File: config.mk
export PLATFORM = sky130hd
export DESIGN_NAME = phy_shadow_led_powerdown_regs
export DESIGN_NICKNAME = d
export VERILOG_FILES = /design/src/hdl/phy_shadow_pkg.sv /design/src/hdl/led_sel_if.sv /design/src/hdl/led_source_mux.sv /design/src/hdl/phy_shadow_led_powerdown_regs.sv
export VERILOG_INCLUDE_DIRS = /design/src /design/src/hdl
export SDC_FILE = /design/constraint.sdc
export NUM_CORES = 1
export LEC_CHECK = 0
export BUFFER_PORTS_ARGS = -buffer_cell sky130_fd_sc_hd__buf_2
export CELL_PAD_IN_SITES_DETAIL_PLACEMENT = 0
export CELL_PAD_IN_SITES_GLOBAL_PLACEMENT = 1
export CORE_MARGIN = 5
export CORE_UTILIZATION = 38
export DETAILED_ROUTE_END_ITERATION = 7
export PLACE_DENSITY = 0.83
export RECOVER_POWER = 25
export SLEW_MARGIN = 20
export SYNTH_ARGS = -nofsm -noshare
export SYNTH_HDL_FRONTEND = slang
export SYNTH_SLANG_ARGS = --single-unit
File: constraint.sdc
create_clock -name clock -period 3.8 [get_ports clock]
set_input_delay 0.76 -clock clock [delete_from_list [all_inputs] [get_ports clock]]
set_output_delay 0.76 -clock clock [all_outputs]
set_load 0.02 [all_outputs]
File: src/hdl/phy_shadow_defs.svh
// Constants for the shadowed LED and auto power-down register bank
`ifndef PHY_SHADOW_DEFS_SVH
`define PHY_SHADOW_DEFS_SVH
`define ADDR_SHADOW       8'h38
`define ADDR_STATUS       8'h3C
`define ADDR_HI           7
`define WR_EN_BIT         15
`define SEL_HI            14
`define SEL_LO            10
`define SEL_RESET         5'h00
`define SEL_SPARE         5'h04
`define SEL_APD           5'h0A
`define SEL_LED           5'h0E
`define RETRY_HI          4
`define RETRY_LO          2
`define RETRY_LIMIT       3'h3
`define ROUTE_BIT         1
`define APD_EN_BIT        5
`define SLEEP_SEL_BIT     4
`define WAKE_HI           3
`define WAKE_LO           0
`define WAKE_RESET        4'h1
`define UPPER_HI          7
`define UPPER_LO          4
`define LOWER_HI          3
`define LOWER_LO          0
`define UPPER_RESET       4'h6
`define LOWER_RESET       4'h3
`define LED_RESERVED      4'hC
`define LED_OFF           4'hE
`define LED_ON            4'hF
`define RESP_OKAY         2'h0
`define RESP_SLVERR       2'h2
`define CLK_PERIOD_NS     25
`define NS_PER_MS         1000000
`define SLEEP_SHORT_MS    13'd2700
`define SLEEP_LONG_MS     13'd5400
`define WAKE_STEP_MS      13'd84
`define WAKE_WINDOW_MS    13'd1
`endif

File: src/hdl/phy_shadow_pkg.sv
// Types shared by the shadow register bank
package phy_shadow_pkg;
  typedef enum logic [1:0] {
    APD_RUN   = 2'b00,
    APD_COUNT = 2'b01,
    APD_SLEEP = 2'b10,
    APD_WAKE  = 2'b11
  } apd_state_t;
endpackage

File: src/hdl/led_sel_if.sv
// Carrier between the register bank and one LED source multiplexer
`timescale 1ns/1ps
interface led_sel_if;
  logic [3:0]  sel;
  logic [15:0] srcLevel;
  logic        led;
  modport drv (output sel, output srcLevel, input led);
  modport mux (input sel, input srcLevel, output led);
endinterface

File: src/hdl/led_source_mux.sv
// Picks one LED pin level from the selector code
`timescale 1ns/1ps
`include "phy_shadow_defs.svh"
module led_source_mux (
  led_sel_if.mux port
);
  always_comb begin
    case (port.sel)
      `LED_RESERVED: port.led = 1'b1;
      `LED_OFF:      port.led = 1'b1;
      `LED_ON:       port.led = 1'b0;
      default:       port.led = port.srcLevel[port.sel];
    endcase
  end
endmodule

File: src/hdl/phy_shadow_led_powerdown_regs.sv
// Shadowed spare, auto power-down and LED selector registers behind an AXI4-Lite slave
//
// Chosen here: the AXI4-Lite interface to the registers.
`timescale 1ns/1ps
`include "phy_shadow_defs.svh"
// Notes on behaviour
// - A write with bit 15 set updates bits 9 to 0 of the selected shadow, with bit 15 clear it only selects.
// - Selector 00100 addresses the spare control register with retry limit and energy-detect routing.
// - Selector 01010 addresses the auto power-down register with enable, sleep and wake-up timers.
// - Selector 01110 addresses the LED selector register holding two 4-bit source selectors.
// - Bits 4 to 2 of the spare register read the fixed downgrade retry limit, code plus two, default 011.
// - Spare bit 1 set routes energy detect onto the interrupt output, clear keeps the normal interrupt.
// - Auto power-down bit 5 enables the mode and resets to zero.
// - Auto power-down bit 4 picks a 5.4 s sleep timer when set, 2.7 s when clear, reset zero.
// - Auto power-down bits 3 to 0 set the wake-up interval in 84 ms steps, reset 0001.
// - Each LED selector maps codes 0000 to 1011 to their sources, 1110 to off high and 1111 to on low.
// - Code 1101 gives carrier sense in SGMII mode only, 1100 is reserved, upper is bits 7:4, lower 3:0.
module phy_shadow_led_powerdown_regs #(
  parameter int unsigned TICK_CYC = `NS_PER_MS / `CLK_PERIOD_NS
) (
  input  wire logic        clock,
  input  wire logic        rst_b,
  input  wire logic [7:0]  s_axi_awaddr,
  input  wire logic        s_axi_awvalid,
  output logic             s_axi_awready,
  input  wire logic [31:0] s_axi_wdata,
  input  wire logic [3:0]  s_axi_wstrb,
  input  wire logic        s_axi_wvalid,
  output logic             s_axi_wready,
  output logic [1:0]       s_axi_bresp,
  output logic             s_axi_bvalid,
  input  wire logic        s_axi_bready,
  input  wire logic [7:0]  s_axi_araddr,
  input  wire logic        s_axi_arvalid,
  output logic             s_axi_arready,
  output logic [31:0]      s_axi_rdata,
  output logic [1:0]       s_axi_rresp,
  output logic             s_axi_rvalid,
  input  wire logic        s_axi_rready,
  input  wire logic [1:0]  linkSpeedInd,
  input  wire logic        transmitInd,
  input  wire logic        activityInd,
  input  wire logic        fullDuplexInd,
  input  wire logic        slaveInd,
  input  wire logic        intrRequest,
  input  wire logic        linkIndA,
  input  wire logic        receiveInd,
  input  wire logic        speedDowngradeInd,
  input  wire logic [2:1]  multiColourInd,
  input  wire logic        cableFaultInd,
  input  wire logic        carrierSense,
  input  wire logic        sgmiiMode,
  input  wire logic        energyDetect,
  output logic             interruptOut,
  output logic             upperLed,
  output logic             lowerLed,
  output logic             lowPower
);
  logic [4:0]                shadowSel_ff;
  logic                      energyRoute_ff;
  logic                      apdEnable_ff;
  logic                      sleepLong_ff;
  logic [3:0]                wakeSel_ff;
  logic [3:0]                upperLedSrc_ff;
  logic [3:0]                lowerLedSrc_ff;
  logic                      awready_ff;
  logic                      wready_ff;
  logic                      bvalid_ff;
  logic [1:0]                bresp_ff;
  logic                      arready_ff;
  logic                      rvalid_ff;
  logic [1:0]                rresp_ff;
  logic [31:0]               rdata_ff;
  logic                      interruptOut_ff;
  logic                      upperLed_ff;
  logic                      lowerLed_ff;
  logic                      lowPower_ff;
  phy_shadow_pkg::apd_state_t apdState_ff;
  logic [31:0]               tickCnt_ff;
  logic                      tick_ff;
  logic [12:0]               msCnt_ff;
  logic                      wrFire;
  logic                      wrShadow;
  logic                      rdFire;
  logic [15:0]               wordIn;
  logic [15:0]               shadowRead;
  logic [12:0]               sleepLimit;
  logic [12:0]               wakeLimit;
  logic [15:0]               srcCommon;
  led_sel_if                 upperPort ();
  led_sel_if                 lowerPort ();

  // Write channel: take address and data together, answer one cycle later
  assign wrFire   = awready_ff && wready_ff;
  assign wordIn   = s_axi_wdata[15:0];
  assign wrShadow = wrFire && (s_axi_awaddr[`ADDR_HI:2] == `ADDR_SHADOW >> 2) && (s_axi_wstrb[1:0] == 2'h3);

  always_ff @(posedge clock or negedge rst_b) begin
    if (!rst_b) begin
      awready_ff <= 1'b0;
      wready_ff  <= 1'b0;
      bvalid_ff  <= 1'b0;
      bresp_ff   <= `RESP_OKAY;
    end else begin
      awready_ff <= s_axi_awvalid && s_axi_wvalid && !awready_ff && !bvalid_ff;
      wready_ff  <= s_axi_awvalid && s_axi_wvalid && !awready_ff && !bvalid_ff;
      if (wrFire) begin
        bvalid_ff <= 1'b1;
        bresp_ff  <= (s_axi_awaddr[`ADDR_HI:2] == `ADDR_SHADOW >> 2) ? `RESP_OKAY : `RESP_SLVERR;
      end else if (s_axi_bready) begin
        bvalid_ff <= 1'b0;
      end
    end
  end

  // Selector follows every full write to the shared address
  always_ff @(posedge clock or negedge rst_b) begin
    if (!rst_b) begin
      shadowSel_ff <= `SEL_RESET;
    end else if (wrShadow) begin
      shadowSel_ff <= wordIn[`SEL_HI:`SEL_LO];
    end
  end

  always_ff @(posedge clock or negedge rst_b) begin
    if (!rst_b) begin
      energyRoute_ff <= 1'b0;
    end else if (wrShadow && wordIn[`WR_EN_BIT] && wordIn[`SEL_HI:`SEL_LO] == `SEL_SPARE) begin
      energyRoute_ff <= wordIn[`ROUTE_BIT];
    end
  end

  always_ff @(posedge clock or negedge rst_b) begin
    if (!rst_b) begin
      apdEnable_ff <= 1'b0;
      sleepLong_ff <= 1'b0;
      wakeSel_ff   <= `WAKE_RESET;
    end else if (wrShadow && wordIn[`WR_EN_BIT] && wordIn[`SEL_HI:`SEL_LO] == `SEL_APD) begin
      apdEnable_ff <= wordIn[`APD_EN_BIT];
      sleepLong_ff <= wordIn[`SLEEP_SEL_BIT];
      wakeSel_ff   <= wordIn[`WAKE_HI:`WAKE_LO];
    end
  end

  always_ff @(posedge clock or negedge rst_b) begin
    if (!rst_b) begin
      upperLedSrc_ff <= `UPPER_RESET;
      lowerLedSrc_ff <= `LOWER_RESET;
    end else if (wrShadow && wordIn[`WR_EN_BIT] && wordIn[`SEL_HI:`SEL_LO] == `SEL_LED) begin
      upperLedSrc_ff <= wordIn[`UPPER_HI:`UPPER_LO];
      lowerLedSrc_ff <= wordIn[`LOWER_HI:`LOWER_LO];
    end
  end

  // Read image of the selected shadow; reserved bits read as zero
  always_comb begin
    shadowRead                    = 16'h0000;
    shadowRead[`SEL_HI:`SEL_LO]   = shadowSel_ff;
    case (shadowSel_ff)
      `SEL_SPARE: begin
        shadowRead[`RETRY_HI:`RETRY_LO] = `RETRY_LIMIT;
        shadowRead[`ROUTE_BIT]          = energyRoute_ff;
      end
      `SEL_APD: begin
        shadowRead[`APD_EN_BIT]         = apdEnable_ff;
        shadowRead[`SLEEP_SEL_BIT]      = sleepLong_ff;
        shadowRead[`WAKE_HI:`WAKE_LO]   = wakeSel_ff;
      end
      `SEL_LED: begin
        shadowRead[`UPPER_HI:`UPPER_LO] = upperLedSrc_ff;
        shadowRead[`LOWER_HI:`LOWER_LO] = lowerLedSrc_ff;
      end
      default: begin
        shadowRead[`SEL_HI:`SEL_LO]     = shadowSel_ff;
      end
    endcase
  end

  // Read channel
  assign rdFire = arready_ff && s_axi_arvalid;

  always_ff @(posedge clock or negedge rst_b) begin
    if (!rst_b) begin
      arready_ff <= 1'b0;
      rvalid_ff  <= 1'b0;
      rresp_ff   <= `RESP_OKAY;
      rdata_ff   <= 32'h00000000;
    end else begin
      arready_ff <= s_axi_arvalid && !arready_ff && !rvalid_ff;
      if (rdFire) begin
        rvalid_ff <= 1'b1;
        if (s_axi_araddr[`ADDR_HI:2] == `ADDR_SHADOW >> 2) begin
          rdata_ff <= {16'h0000, shadowRead};
          rresp_ff <= `RESP_OKAY;
        end else if (s_axi_araddr[`ADDR_HI:2] == `ADDR_STATUS >> 2) begin
          rdata_ff <= {29'h00000000, lowPower_ff, apdState_ff};
          rresp_ff <= `RESP_OKAY;
        end else begin
          rdata_ff <= 32'h00000000;
          rresp_ff <= `RESP_SLVERR;
        end
      end else if (s_axi_rready) begin
        rvalid_ff <= 1'b0;
      end
    end
  end

  // Interrupt pin function or routed energy detect
  always_ff @(posedge clock or negedge rst_b) begin
    if (!rst_b) begin
      interruptOut_ff <= 1'b0;
    end else begin
      interruptOut_ff <= energyRoute_ff ? energyDetect : intrRequest;
    end
  end

  // LED sources as pin levels: an active indication pulls the pin low
  assign srcCommon = ~{2'b00, carrierSense && sgmiiMode, 1'b0, cableFaultInd, 1'b0, speedDowngradeInd,
                       receiveInd, linkIndA, interruptOut_ff, slaveInd, fullDuplexInd, activityInd,
                       transmitInd, linkSpeedInd};
  assign upperPort.sel      = upperLedSrc_ff;
  assign upperPort.srcLevel = {srcCommon[15:11], ~multiColourInd[2], srcCommon[9:0]};
  assign lowerPort.sel      = lowerLedSrc_ff;
  assign lowerPort.srcLevel = {srcCommon[15:11], ~multiColourInd[1], srcCommon[9:0]};

  led_source_mux upperMux (
    .port (upperPort.mux)
  );
  led_source_mux lowerMux (
    .port (lowerPort.mux)
  );

  always_ff @(posedge clock or negedge rst_b) begin
    if (!rst_b) begin
      upperLed_ff <= 1'b1;
      lowerLed_ff <= 1'b1;
    end else begin
      upperLed_ff <= upperPort.led;
      lowerLed_ff <= lowerPort.led;
    end
  end

  // Millisecond enable pulse for the power-down timers
  always_ff @(posedge clock or negedge rst_b) begin
    if (!rst_b) begin
      tickCnt_ff <= 32'h00000000;
      tick_ff    <= 1'b0;
    end else if (tickCnt_ff >= TICK_CYC - 1) begin
      tickCnt_ff <= 32'h00000000;
      tick_ff    <= 1'b1;
    end else begin
      tickCnt_ff <= tickCnt_ff + 32'h00000001;
      tick_ff    <= 1'b0;
    end
  end

  assign sleepLimit = sleepLong_ff ? `SLEEP_LONG_MS : `SLEEP_SHORT_MS;
  assign wakeLimit  = (wakeSel_ff == 4'h0) ? `WAKE_STEP_MS : 13'(`WAKE_STEP_MS * wakeSel_ff);

  // Auto power-down sequencer
  always_ff @(posedge clock or negedge rst_b) begin
    if (!rst_b) begin
      apdState_ff <= phy_shadow_pkg::APD_RUN;
      msCnt_ff    <= 13'h0000;
      lowPower_ff <= 1'b0;
    end else if (!apdEnable_ff || (energyDetect && apdState_ff != phy_shadow_pkg::APD_SLEEP)) begin
      apdState_ff <= phy_shadow_pkg::APD_RUN;
      msCnt_ff    <= 13'h0000;
      lowPower_ff <= 1'b0;
    end else begin
      case (apdState_ff)
        phy_shadow_pkg::APD_RUN: begin
          apdState_ff <= phy_shadow_pkg::APD_COUNT;
          msCnt_ff    <= 13'h0000;
        end
        phy_shadow_pkg::APD_COUNT: begin
          if (tick_ff && msCnt_ff >= sleepLimit - 13'h0001) begin
            apdState_ff <= phy_shadow_pkg::APD_SLEEP;
            msCnt_ff    <= 13'h0000;
            lowPower_ff <= 1'b1;
          end else if (tick_ff) begin
            msCnt_ff <= msCnt_ff + 13'h0001;
          end
        end
        phy_shadow_pkg::APD_SLEEP: begin
          if (tick_ff && msCnt_ff >= wakeLimit - 13'h0001) begin
            apdState_ff <= phy_shadow_pkg::APD_WAKE;
            msCnt_ff    <= 13'h0000;
            lowPower_ff <= 1'b0;
          end else if (tick_ff) begin
            msCnt_ff <= msCnt_ff + 13'h0001;
          end
        end
        phy_shadow_pkg::APD_WAKE: begin
          if (tick_ff && msCnt_ff >= `WAKE_WINDOW_MS - 13'h0001) begin
            apdState_ff <= phy_shadow_pkg::APD_SLEEP;
            msCnt_ff    <= 13'h0000;
            lowPower_ff <= 1'b1;
          end else if (tick_ff) begin
            msCnt_ff <= msCnt_ff + 13'h0001;
          end
        end
        default: begin
          apdState_ff <= phy_shadow_pkg::APD_RUN;
        end
      endcase
    end
  end

  assign s_axi_awready = awready_ff;
  assign s_axi_wready  = wready_ff;
  assign s_axi_bvalid  = bvalid_ff;
  assign s_axi_bresp   = bresp_ff;
  assign s_axi_arready = arready_ff;
  assign s_axi_rvalid  = rvalid_ff;
  assign s_axi_rresp   = rresp_ff;
  assign s_axi_rdata   = rdata_ff;
  assign interruptOut  = interruptOut_ff;
  assign upperLed      = upperLed_ff;
  assign lowerLed      = lowerLed_ff;
  assign lowPower      = lowPower_ff;
endmodule

=== Yosys cells after proc, flatten, opt, wreduce, memory -nomap -nowiden ===
Index checks and enable logic that the tools add are counted.

* Word-level logic and storage cells: 131
* Bits in registers: 112

* Equality and inequality tests: 23
* Multiply operators: 1
* Reduce and logical (&&, ||, !) cells: 32
* Add/subtract/negate cells: 4
* Order comparisons: 6
* Bitwise operators: 3
* Multiplexer cells: 40

{| class="wikitable"
|+ Operators by type and width
! kind !! number
|-
| 2-to-1 mux 13 bit || 6
|-
| case mux 13 bit (4 select lines) || 1
|-
| adder 32 x 1 -> 32 bit, second input constant || 1
|-
| >= comparator 32 x 16 -> 1 bit, second input constant || 1
|-
| 2-to-1 mux 32 bit || 1
|-
| >= comparator 13 bit || 2
|-
| equality test 4 bit, second input constant || 6
|-
| equality test 5 x 4 -> 1 bit, second input constant || 4
|-
| equality test 6 x 4 -> 1 bit, second input constant || 3
|-
| logical AND 1 bit || 17
|-
| 2-to-1 mux 2 bit || 8
|-
| inverter 14 -> 16 bit || 1
|-
| 2-to-1 mux 15 bit || 1
|-
| adder 13 x 1 -> 13 bit, second input constant || 1
|-
| >= comparator 13 x 1 -> 1 bit, second input constant || 1
|-
| subtractor 13 x 1 -> 13 bit, second input constant || 1
|-
| 2-to-1 mux 1 bit || 12
|-
| case mux 4 bit (3 select lines) || 1
|-
| subtractor 11 x 1 -> 12 bit, second input constant || 1
|-
| 2-to-1 mux 11 bit || 1
|-
| equality test 5 x 3 -> 1 bit, second input constant || 2
|-
| < comparator 4 x 5 -> 1 bit, second input constant || 2
|-
| multiplier 5 x 4 -> 9 bit, first input constant || 1
|-
| != test 3 bit, second input constant || 3
|-
| 18 further kinds || 31
|}

=== Logic depth before layout (Yosys ltp) ===
Gate-level depths: netlist of run 1.

* Word-level depth: 8
* Mapped depth: 18
* Depth with buffers taken out: 18

=== Hierarchy ===
Synthesis of run 1 repeated with hierarchy kept, for this count alone.

* Cells, all modules: 566
* Area total of the unflattened synthesis: 5487.8 um^2

{| class="wikitable"
|+ By module, submodules not included
! module !! area an instance (um^2) !! times used !! cells each
|-
| phy_shadow_led_powerdown_regs || 5187.5 || 1 || 524
|-
| led_source_mux || 150.1 || 2 || 21
|}

=== Worst setup path before layout of run 1 ===
Ideal clock, no wire load.

* Path kind: flip-flop to flip-flop
* From: register wakeSel_ff[0]
* To: register msCnt_ff[5]
* Arrival: 3908 ps
* Cell stages (with the launch flop): 16
* Period minus slack after synthesis: 3975 ps
* Library setup time: 66 ps
* Slack: -175 ps
* Data required time: 3734 ps
* Path through: dfstp_2 > inv_1 > fa_1 > inv_1 > ha_1 > a31oi_1 > xnor2_1 > nor4_1 > nand3b_1 > ha_1 > a21o_1 > a21oi_1 > o21ai_0 > a211o_1 > a2111oi_0 > a221o_1

* Longest elaborated chain between the ends: 8

{| class="wikitable"
|+ Ends and longest elaborated chain
! what !! RTL line !! source
|-
| start: declaration || phy_shadow_led_powerdown_regs.sv:63 || <nowiki>logic [3:0] wakeSel_ff;</nowiki>
|-
| start signal: assignment || phy_shadow_led_powerdown_regs.sv:137 || <nowiki>wakeSel_ff <= `WAKE_RESET;</nowiki>
|-
| start signal: assignment || phy_shadow_led_powerdown_regs.sv:141 || <nowiki>wakeSel_ff <= wordIn[`WAKE_HI:`WAKE_LO];</nowiki>
|-
| multiplier 5 x 4 -> 9 bit (no line) / zero test 4 bit (equally long branches) || -- ||
|-
| 2-to-1 mux 11 bit * || phy_shadow_led_powerdown_regs.sv:258 || <nowiki>assign wakeLimit = (wakeSel_ff == 4'h0) ? `WAKE_STEP_MS : 13'(`WAKE_STEP_MS * wakeSel_ff);</nowiki>
|-
| subtractor 11 x 1 -> 12 bit * || phy_shadow_led_powerdown_regs.sv:286 || <nowiki>if (tick_ff && msCnt_ff >= wakeLimit - 13'h0001) begin</nowiki>
|-
| >= comparator 13 bit * || phy_shadow_led_powerdown_regs.sv:286 ||
|-
| logical AND 1 bit * || phy_shadow_led_powerdown_regs.sv:286 ||
|-
| 2-to-1 mux 13 bit * || phy_shadow_led_powerdown_regs.sv:286 ||
|-
| case mux 13 bit (4 select lines) * || phy_shadow_led_powerdown_regs.sv:271 || <nowiki>case (apdState_ff)</nowiki>
|-
| 2-to-1 mux 13 bit * || phy_shadow_led_powerdown_regs.sv:266 || <nowiki>end else if (!apdEnable_ff || (energyDetect && apdState_ff != phy_shadow_pkg::APD_SLEEP)) begin</nowiki>
|-
| end signal: assignment || phy_shadow_led_powerdown_regs.sv:282 || <nowiki>msCnt_ff <= msCnt_ff + 13'h0001;</nowiki>
|-
| end signal: assignment || phy_shadow_led_powerdown_regs.sv:291 || <nowiki>msCnt_ff <= msCnt_ff + 13'h0001;</nowiki>
|-
| end signal: assignment || phy_shadow_led_powerdown_regs.sv:300 || <nowiki>msCnt_ff <= msCnt_ff + 13'h0001;</nowiki>
|-
| end: declaration || phy_shadow_led_powerdown_regs.sv:81 || <nowiki>logic [12:0] msCnt_ff;</nowiki>
|}

Mark *: on every way between the ends. The rest lies on a longest branch, timed or not.
A chain may end at the register's enable or synchronous reset.

=== Worst setup path in the final report of run 1 ===
* From: register wakeSel_ff[1]
* To: register apdState_ff[1]

* Longest elaborated chain between the ends: 7

{| class="wikitable"
|+ Ends and longest elaborated chain
! what !! RTL line !! source
|-
| multiplier 5 x 4 -> 9 bit (no line) / zero test 4 bit (equally long branches) || -- ||
|-
| 2-to-1 mux 11 bit * || phy_shadow_led_powerdown_regs.sv:258 ||
|-
| subtractor 11 x 1 -> 12 bit * || phy_shadow_led_powerdown_regs.sv:286 ||
|-
| >= comparator 13 bit * || phy_shadow_led_powerdown_regs.sv:286 ||
|-
| logical AND 1 bit * || phy_shadow_led_powerdown_regs.sv:286 ||
|-
| != test 3 bit (no line) * || -- ||
|-
| AND reduction 3 bit (no line) * || -- ||
|-
| end signal: assignment || phy_shadow_led_powerdown_regs.sv:287 || <nowiki>apdState_ff <= phy_shadow_pkg::APD_WAKE;</nowiki>
|-
| end signal: assignment || phy_shadow_led_powerdown_regs.sv:296 || <nowiki>apdState_ff <= phy_shadow_pkg::APD_SLEEP;</nowiki>
|-
| end signal: assignment || phy_shadow_led_powerdown_regs.sv:304 || <nowiki>apdState_ff <= phy_shadow_pkg::APD_RUN;</nowiki>
|-
| end: declaration || phy_shadow_led_powerdown_regs.sv:78 || <nowiki>phy_shadow_pkg::apd_state_t apdState_ff;</nowiki>
|}

Marked as above.

==> impl_metrics.py, run 1 <==
metrics = {
    "sta": {
        "max_slew.worst_pin.slew_ps": 1700,
        "fin_ws_ps": -53.70,
        "drv_slew": 69,
        "fin_crit_sh_pct": 101.4,
        "max-slew-margin-rel_pct": -13.36,
        "setup_violations": 14,
        "final-hold-violation-count": 0,
        "period_needed_ps": 3854,
        "skew_ps": 8.779,
        "rsz0062_at_grt": "yes",
        "fmax_ghz": 0.2595,
    },
    "clocking": {
        "clkTransAtPathRegs_ps": 60,
        "clk_path_buf_depth": 2,
        "clock_sinks": 91,
        "clock_latency_ps": 340,
        "h-tree-depth": 3,
        "cts_tree": "done",
        "numCtsBuffers": 9,
        "cts-root-buf": "clkbuf_16",
    },
    "power_and_ir_drop": {
        "p_total_mw": 2.097,
        "peakVddDrop_mv": 0.2340,
        "p_leak_nw": 3.108,
        "power_density_nw_per_um2": 316.2,
    },
    "logic_synthesis": {
        "synth_top_area_cell": "dfrtp_1",
        "ys_seq_area_share_pct": 43.11,
        "yosysWarningCount": 0,
        "yosys_most_used_dff": "dfrtp_1",
        "netlist_area_um2": 5303,
        "synth_area_leaders": "dfrtp_1, ha_1, mux2_2, dfstp_2, nor2_1",
        "yosys.area.top_type_share_pct": 39.64,
        "synth.distinct_cells": 67,
        "synth_area_per_cell_um2": 10.08,
        "synth-async-reset-ratio_pct": 100.0,
        "ys_ff_latch": 91,
        "netlist_instances": 526,
        "synth-edff-count": 0,
    },
    "setup_path": {
        "slowest_delay_ps": 540,
        "crit_path_end_kind": "register",
        "critical_path_class": "register to register",
        "crit_path_top_delay_cell": "fa_2",
        "reg2reg_slack_ps": -50,
        "critPathMaxFanout": 5,
        "cp-start-kind": "register",
        "crit_arrival_ps": 4040,
        "worstPathRequired_ps": 3980,
        "crit_top_cell": "buf_4",
        "crit_chain": "ha_2 -> inv_2 -> fa_2 -> inv_2 -> ha_4 -> xor2_2 -> buf_4 -> nor4_4 -> nand3b_1 -> buf_4 -> ha_4 -> nand4_1 -> a2111oi_4 -> buf_4 -> a211oi_4 -> a221oi_2 -> o32ai_1",
    },
    "drt": {
        "first_pass_iters": 5,
        "drc": 0,
        "routed_wl_mm": 13.31,
        "drt_iter0_markers": 267,
        "antenna_left": 0,
        "viasPerCell": 5.295,
        "num_vias": 4395,
        "wl_per_cell_um": 16.04,
    },
    "floorplanning": {
        "rows": 43,
        "start_util_pct": 38.50,
        "io_pins": 120,
        "die_w_um": 128.1,
        "dieArea_um2": 16420,
        "core-area_um2": 13770,
        "die_h_um": 128.1,
    },
    "cells_and_area": {
        "nets": 756,
        "fin_util_pct": 48.15,
        "nFillCells": 1303,
        "insertedDiodeCount": 0,
        "area_growth_pct": 25.06,
        "layout-drive-gt1-share_pct": 30.31,
        "layout_commonest_cell": "dfrtp_1",
        "final_cell_mix": "dfrtp_1, buf_2, nor2_1",
        "instances_no_fill": 830,
    },
    "global_routing": {
        "grt_util_met3_pct": 2.750,
        "grt_util_met1_pct": 20.70,
        "track_usage_pct": 16.03,
        "antenna_found_initial": 0,
        "grt_overflow_total": 0,
        "grt-busiest-layer": "met2",
        "grt_max_degree": 69,
        "grt_first_pass_wirelength_mm": 21.38,
        "grt_pass1_vias": 4418,
        "met2_usage_pct": 27.11,
    },
    "outcome": {
        "violations": "max-capacitance violations, max-slew violations, negative setup slack",
        "run_status": "complete, but fails checks",
    },
    "place": {
        "gp_congestion": 0.8624,
        "post-place-ws_ps": -233.5,
        "portBuffers": 74,
        "placed_cells": 806,
        "dpl.hpwl_mm": 9.850,
    },
    "job": {
        "drv_cap": 1,
    },
    "hold_path": {
        "hp-class": "register to register",
    },
}
## worst max-delay path, delay by kind of cell (launching register included)
family,cells,cell delay [ps]
xor gates and xnor gates,1,150
DFF,1,360
and+or+nand+nor,3,620
adders and majority gates,4,1160
buffers and inverters,5,610
AOI/OAI and AO/OA,4,810
## final timing paths
kind                                from           endpoint  cells after the start
min reg2reg                 s_axi_bvalid       s_axi_wready                      1
max reg2reg                wakeSel_ff[1]     apdState_ff[1]                     17
min                         s_axi_bvalid       s_axi_wready                      1
max                        wakeSel_ff[1]     apdState_ff[1]                     17
min in group asynchronous          rst_b      tickCnt_ff[3]                      1
max in group asynchronous          rst_b  upperLedSrc_ff[2]                      2
## area by class of cell
type	instances	area, um2	share of cell area, %
clock buffers	10	229.0	3.453
clock inverters	6	96.34	1.453
inverters	25	93.84	1.415
multi-input cells	411	3074	46.36
flip-flops and latches	91	2286	34.47
well taps	180	225.2	3.396
repair buffers	107	626.9	9.453
## report_power, final
| group | switching (mW) | total [mW] | internal (mW) | leakage [nW] |
|---|---|---|---|---|
| clock network | 0.389 | 0.974 | 0.585 | 0.155 |
| logic | 0.0826 | 0.124 | 0.0412 | 1.77 |
| registers | 0.0117 | 0.999 | 0.987 | 1.18 |
## through the flow
step                setup TNS [ps]  area (um2)  hold WS (ps)
floorplan                        0        5504         431.7
global placement             -1640        6047         446.7
detailed placement           -2800        6047         462.4
CTS                         -904.0        6536         471.2
global route                 -2807        6631         491.0
finish                      -332.1        6631         470.2
## cell families after synthesis
kind of cell / Yosys count / synth area share (%)
AO/OA/AOI/OAI: 104 / 13.64
XOR/XNOR: 22 / 3.634
adder cells (fa/ha/maj): 36 / 8.636
buffers and inverters: 60 / 6.347
flip-flops: 91 / 43.11
multiplexers: 36 / 8.282
other: 1 / 0.07072
AND/OR/NAND/NOR: 176 / 16.28
## metal layers
layer  vias to the layer above  wire, um
met5                         -         0
met2                       119      6699
met1                      2163      5746
met3                        18       646
met4                         0       217
li1                       2095         -
## cells in the mapped netlist (6+ instances only)
cell type,n
a21oi_1,26
nor3_1,12
inv_1,25
ha_1,35
xnor2_1,10
clkbuf_1,7
nor2_1,49
dfrtp_1,84
nand2_1,42
o21ai_0,22
nand3_1,20
nand4_1,14
nor4_1,7
dfstp_2,7
buf_4,23
mux2_2,22
xor2_1,12
mux2i_1,9
a21o_1,6
## registers in the layout, indices dropped and copies added, names as in the netlist, 2 cells and up
signal,count
upperLedSrc_ff,4
lowerLedSrc_ff,4
shadowSel_ff,5
wakeSel_ff,4
apdState_ff,2
s_axi_rdata,13
msCnt_ff,13
tickCnt_ff,32
## timing repair
action | 4_1_cts | 5_1_grt
gates resized for setup | 29 | 15
setup buffers | 4 | 4
pin swaps | 28 | 20
hold buffers | 0 | 0
setup endpoints to repair | 16 | 16
(Power assumes the default switching activity.)
==> run 2: changes to the inputs <==
--- a/config.mk
+++ b/config.mk
@@ -14,6 +14,7 @@
 export DETAILED_ROUTE_END_ITERATION = 7
 export PLACE_DENSITY = 0.83
 export RECOVER_POWER = 25
+export SKIP_LAST_GASP = 1
 export SLEW_MARGIN = 20
 export SYNTH_ARGS = -nofsm -noshare
 export SYNTH_HDL_FRONTEND = slang
==> impl_metrics.py, run 2 (synthesized netlist as in run 1, its figures left out) <==
metrics = {
    "drt": {
        "wl_per_cell_um": 16.00,
        "num_vias": 4367,
        "antenna_left": 0,
        "drc": 0,
        "viasPerCell": 5.268,
        "routed_wl_mm": 13.27,
        "first_pass_iters": 5,
        "drt_iter0_markers": 288,
    },
    "power_and_ir_drop": {
        "switching_share_pct": 22.99,
        "pwr-share-comb_pct": 5.9,
        "seqPwrFrac_pct": 47.7,
        "p_leak_nw": 3.104,
        "peakVddDrop_mv": 0.2340,
        "clkPwrFrac_pct": 46.4,
        "switching_power_mw": 0.4815,
        "cell_internal_pwr_mw": 1.613,
        "power_density_nw_per_um2": 316.6,
    },
    "outcome": {
        "violations": "max-capacitance violations, max-slew violations, negative setup slack",
        "run_status": "complete, but fails checks",
    },
    "sta": {
        "fmax_ghz": 0.2608,
        "skew_ps": 8.801,
        "setup_violations": 6,
        "max_slew.worst_pin.slew_ps": 1699,
        "timing.hold.ws_ps": 470.2,
        "max-slew-margin-rel_pct": -13.23,
        "fin_crit_sh_pct": 100.9,
        "period_needed_ps": 3834,
        "fin_ws_ps": -34.38,
        "final-hold-violation-count": 0,
        "drv_slew": 69,
        "rsz0062_at_grt": "yes",
    },
    "clocking": {
        "clkTransAtPathRegs_ps": 60,
        "numCtsBuffers": 9,
        "clock_sinks": 91,
        "cts_tree": "done",
        "h-tree-depth": 3,
        "cts-root-buf": "clkbuf_16",
        "clk_path_buf_depth": 2,
        "clock_latency_ps": 340,
    },
    "global_routing": {
        "grt_max_degree": 69,
        "grt_overflow_total": 0,
        "track_usage_pct": 16.03,
        "grt_first_pass_wirelength_mm": 21.38,
        "antenna_found_initial": 0,
        "grt_pass1_vias": 4418,
    },
    "floorplanning": {
        "io_pins": 120,
        "core-area_um2": 13770,
        "dieArea_um2": 16420,
        "start_util_pct": 38.50,
        "die_h_um": 128.1,
        "die_w_um": 128.1,
        "rows": 43,
    },
    "cells_and_area": {
        "layout_commonest_cell": "dfrtp_1",
        "ff_latch_area_um2": 2286,
        "area_growth_pct": 24.78,
        "final_cell_mix": "dfrtp_1, buf_2, nor2_1",
        "layout-drive-gt1-share_pct": 29.74,
        "instances_no_fill": 829,
        "multi_input_area_um2": 3067,
        "nets": 755,
        "largest_reg_flops": 32,
        "final_area_um2": 6616,
        "nFillCells": 1314,
        "insertedDiodeCount": 0,
        "top_register": "tickCnt_ff",
        "fin_util_pct": 48.04,
    },
    "setup_path": {
        "reg2reg_slack_ps": -30,
        "critPathMaxFanout": 5,
        "slowest_delay_ps": 520,
        "crit_path_top_delay_cell": "fa_1",
        "crit_chain": "ha_2 -> inv_2 -> fa_1 -> inv_2 -> ha_4 -> xor2_2 -> or3_4 -> xnor2_1 -> nand2_1 -> ha_4 -> nand4_1 -> a2111oi_4 -> a211o_1 -> buf_6 -> a21oi_4 -> a221o_1",
        "rr_endpoint": "msCnt_ff[10]",
        "worstPathRequired_ps": 4020,
        "worstRegToRegCells": 16,
        "cp-start-kind": "register",
        "critical_path_class": "register to register",
        "crit_arrival_ps": 4060,
        "rr_startpoint": "wakeSel_ff[1]",
        "crit_path_end_kind": "register",
    },
    "hold_path": {
        "min_to": "s_axi_wready",
        "hp-start": "s_axi_bvalid",
        "hp-class": "register to register",
        "min_path_cells": 1,
    },
    "place": {
        "placed_area_um2": 6047,
        "portBuffers": 74,
        "placed_cells": 806,
        "post-place-ws_ps": -233.5,
        "dpl.hpwl_mm": 9.850,
        "gp_congestion": 0.8624,
    },
    "job": {
        "drv_cap": 1,
    },
}
## run 2: worst max path at each step
stage / slack, ps / to / from
floorplan: 8 / msCnt_ff[5] / wakeSel_ff[0]
detailed placement: -230 / msCnt_ff[8] / wakeSel_ff[0]
global placement: -150 / msCnt_ff[8] / wakeSel_ff[0]
global route: -260 / msCnt_ff[5] / wakeSel_ff[1]
CTS: -130 / msCnt_ff[10] / wakeSel_ff[1]
finish: -30 / msCnt_ff[10] / wakeSel_ff[1]
## run 2: worst max-delay path: cells and delay by family (launching register included)
| family | cells | cell delay, ps |
|---|---|---|
| AOI/OAI and AO/OA | 4 | 1010 |
| buffers and inverters | 3 | 220 |
| xor gates and xnor gates | 2 | 330 |
| adders and majority gates | 4 | 1160 |
| and+or+nand+nor | 3 | 630 |
| DFF | 1 | 360 |
## run 2: per-layer routing
metal | part of all wire [%] | track usage, % | routed length, um
met1 | 44 | 20.70 | 5822
met2 | 50 | 27.11 | 6660
met3 | 4.4 | 2.750 | 581
met4 | 1.5 | 5.680 | 204
met5 | 0 | 0 | 0
## run 2: timing repair
action,CTS,global route
setup endpoints to repair,16,16
setup buffers,4,3
pin swaps,27,13
resized for setup,28,13
hold buffers,0,0
## run 2: cell type report
cell class | instances | share of cell area (%)
multi-input cells | 411 | 46.35
flip-flops and latches | 91 | 34.55
inverters | 25 | 1.418
clock inverters | 6 | 1.456
clock buffers | 10 | 3.461
repair buffers | 106 | 9.361
well taps | 180 | 3.404
## run 2: power groups by stage
stage	clock network (mW)	logic, mW	registers, mW
2_1_floorplan	0	0.0657	1.02
3_3_place_gp	0	0.123	1.02
3_5_place_dp	0	0.125	1.02
4_1_cts	0.987	0.126	0.999
5_1_grt	1.03	0.138	1.00
6_report	0.972	0.124	0.999
## run 2: per-stage QoR
step,TNS [ps],total power [mW]
detailed placement,-2800,1.143
global route,-2960,2.167
global placement,-1640,1.139
floorplan,0,1.089
CTS,-915.3,2.112
finish,-132.9,2.095
==> run 3: changes to the inputs <==
--- a/config.mk
+++ b/config.mk
@@ -6,13 +6,14 @@
 export SDC_FILE = /design/constraint.sdc
 export NUM_CORES = 1
 export LEC_CHECK = 0
+export ABC_AREA = 1
 export BUFFER_PORTS_ARGS = -buffer_cell sky130_fd_sc_hd__buf_2
 export CELL_PAD_IN_SITES_DETAIL_PLACEMENT = 0
 export CELL_PAD_IN_SITES_GLOBAL_PLACEMENT = 1
 export CORE_MARGIN = 5
-export CORE_UTILIZATION = 38
+export CORE_UTILIZATION = 36
 export DETAILED_ROUTE_END_ITERATION = 7
-export PLACE_DENSITY = 0.83
+export PLACE_DENSITY = 0.82
 export RECOVER_POWER = 25
 export SKIP_LAST_GASP = 1
 export SLEW_MARGIN = 20
==> impl_metrics.py, run 3 <==
metrics = {
    "logic_synthesis": {
        "ys_seq_area_share_pct": 39.81,
        "synth_top_area_cell": "dfrtp_1",
        "netlist_area_um2": 5742,
        "synth-async-reset-ratio_pct": 100.0,
        "yosys_most_used_dff": "dfrtp_1",
        "synth.distinct_cells": 50,
        "synth_area_leaders": "dfrtp_1, nand2_1, ha_1, inv_1, nand3_1",
        "yosysWarningCount": 0,
        "synth_area_per_cell_um2": 7.749,
        "synth-edff-count": 0,
        "synth_commonest_cells": "nand2_1, inv_1, dfrtp_1",
        "yosys.area.top_type_share_pct": 36.61,
        "netlist_instances": 741,
        "yosysMostFrequentCell": "nand2_1",
        "ys_ff_latch": 91,
    },
    "sta": {
        "fin_crit_sh_pct": 93.52,
        "setup_violations": 0,
        "drv_slew": 0,
        "fmax_ghz": 0.2814,
        "timing.hold.ws_ps": 443.6,
        "final-hold-violation-count": 0,
        "max-slew-margin-rel_pct": 0.6319,
        "fin_ws_ps": 246.1,
        "period_needed_ps": 3554,
        "finalSetupTns_ps": 0,
        "max_slew.worst_pin.slew_ps": 1491,
        "skew_ps": 14.49,
    },
    "drt": {
        "routed_wl_mm": 13.35,
        "antenna_left": 0,
        "wl_per_cell_um": 12.53,
        "drc": 0,
        "first_pass_iters": 4,
        "num_vias": 4795,
        "drt_iter0_markers": 276,
        "viasPerCell": 4.502,
    },
    "setup_path": {
        "crit_path_end_kind": "register",
        "worstPathRequired_ps": 4040,
        "critical_path_class": "register to register",
        "critPathMaxFanout": 6,
        "cp-start-kind": "register",
        "crit_arrival_ps": 3800,
    },
    "power_and_ir_drop": {
        "p_total_mw": 2.074,
        "peakVddDrop_mv": 0.2517,
        "switching_share_pct": 27.06,
        "power_density_nw_per_um2": 306.0,
        "pwr-share-comb_pct": 7.6,
        "cell_internal_pwr_mw": 1.513,
        "p_leak_nw": 3.508,
        "clkPwrFrac_pct": 43.6,
        "seqPwrFrac_pct": 48.7,
        "switching_power_mw": 0.5612,
    },
    "outcome": {
        "run_status": "completed",
    },
    "floorplanning": {
        "io_pins": 120,
        "die_w_um": 136.3,
        "rows": 46,
        "core-area_um2": 15770,
        "dieArea_um2": 18580,
        "die_h_um": 136.3,
        "start_util_pct": 36.41,
    },
    "clocking": {
        "clock_sinks": 91,
        "cts_tree": "done",
        "clock_latency_ps": 360,
        "numCtsBuffers": 9,
        "holdBufCountCts": 0,
        "clkTransAtPathRegs_ps": 80,
        "h-tree-depth": 3,
        "cts-root-buf": "clkbuf_16",
        "clk_path_buf_depth": 2,
    },
    "cells_and_area": {
        "instances_no_fill": 1065,
        "largest_reg_flops": 32,
        "insertedDiodeCount": 0,
        "top_register": "tickCnt_ff",
        "final_area_um2": 6777,
        "fin_util_pct": 42.97,
        "layout-drive-gt1-share_pct": 18.26,
        "area_growth_pct": 18.02,
        "nets": 955,
        "final_cell_mix": "nand2_1, inv_1, dfrtp_1",
        "layout_commonest_cell": "nand2_1",
    },
    "global_routing": {
        "grt_max_degree": 63,
        "antenna_found_initial": 0,
        "grt_pass1_vias": 4635,
        "track_usage_pct": 15.20,
        "grt_overflow_total": 0,
        "grt_first_pass_wirelength_mm": 22.50,
    },
    "place": {
        "placed_cells": 1046,
        "dpl.hpwl_mm": 10.22,
        "post-place-ws_ps": 81.87,
        "gp_congestion": 0.7754,
        "placed_area_um2": 6370,
        "portBuffers": 74,
    },
    "hold_path": {
        "hp-class": "register to register",
    },
    "job": {
        "drv_cap": 0,
    },
}
==> run 3: cell count changes after synthesis, sizes merged, moves of 8 or more <==
cell   before  now
nand4      14    6
nand3      20   79
o21ai      22   39
nor2       49   64
mux2       23    0
inv        25  111
nand2      42  185
mux2i       9    0
==> run 3: worst paths after layout <==
kind                                    start              to  slack, ps  cells after the start
worst max-delay path            wakeSel_ff[1]        lowPower        250                     22
worst min-delay path             s_axi_bvalid    s_axi_wready        440                      1
worst max register to register  wakeSel_ff[1]        lowPower        250                     22
worst min register to register   s_axi_bvalid    s_axi_wready        440                      1
max in group asynchronous               rst_b     msCnt_ff[3]       2060                      2
min in group asynchronous               rst_b  tickCnt_ff[23]        760                      1
==> run 3: cell families after synthesis <==
| family | Yosys count | share of synthesized area [%] |
|---|---|---|
| AND/OR/NAND/NOR | 363 | 28.96 |
| buffers and inverters | 146 | 11.70 |
| flip-flops | 91 | 39.81 |
| AO/OA/AOI/OAI | 83 | 8.281 |
| adder cells (fa/ha/maj) | 36 | 7.976 |
| XOR/XNOR | 21 | 3.203 |
| other | 1 | 0.06531 |
==> run 3: metal layers <==
layer	global-route usage [%]	vias to the layer above	share of wire, %	wire length, um
li1	-	2528	-	-
met1	20.13	2207	47	6306
met2	24.88	52	48	6468
met3	3.849	8	2.9	384
met4	3.919	0	1.4	189
met5	0	-	0	0
==> run 3: final cells by class <==
cell class / instances / area (um2)
Tap cell: 216 / 270.3
Clock buffer: 9 / 225.2
Inverter: 112 / 424.2
Sequential cell: 91 / 2286
Fill cell: 1686 / 8994
Clock inverter: 7 / 76.32
Timing Repair Buffer: 90 / 500.5
Multi-Input combinational cell: 540 / 2994
==> run 3: what timing repair did <==
item / 4_1_cts / 5_1_grt
resized for setup: 0 / 19
setup endpoints to repair: 0 / 16
buffers inserted: 0 / 3
==> run 3: power by group through the flow <==
stage | Clock [mW] | Combinational, mW | Sequential [mW]
3_3_place_gp | 0 | 0.161 | 1.03
6_report | 0.905 | 0.158 | 1.01
2_1_floorplan | 0 | 0.0738 | 1.05
4_1_cts | 0.941 | 0.162 | 1.01
3_5_place_dp | 0 | 0.162 | 1.03
5_1_grt | 0.972 | 0.178 | 1.01
==> run 3: worst max-delay path, stage by stage, from the launching register on <==
cell      delay [ps]
dfrtp_1          370
ha_2             200
inv_1             60
fa_1             500
inv_2             60
ha_4             230
nor2_2           120
nand2_2           80
nor3_4           210
nand3_2          120
nor2_2           130
nand2_2          110
ha_4             290
nand2_1           70
nor2_2            90
and2_1           120
nand2_1           50
nand4_1          120
nand2_4          110
nand2_1          150
nand2_1           60
o21bai_1         120
nand2_1           60
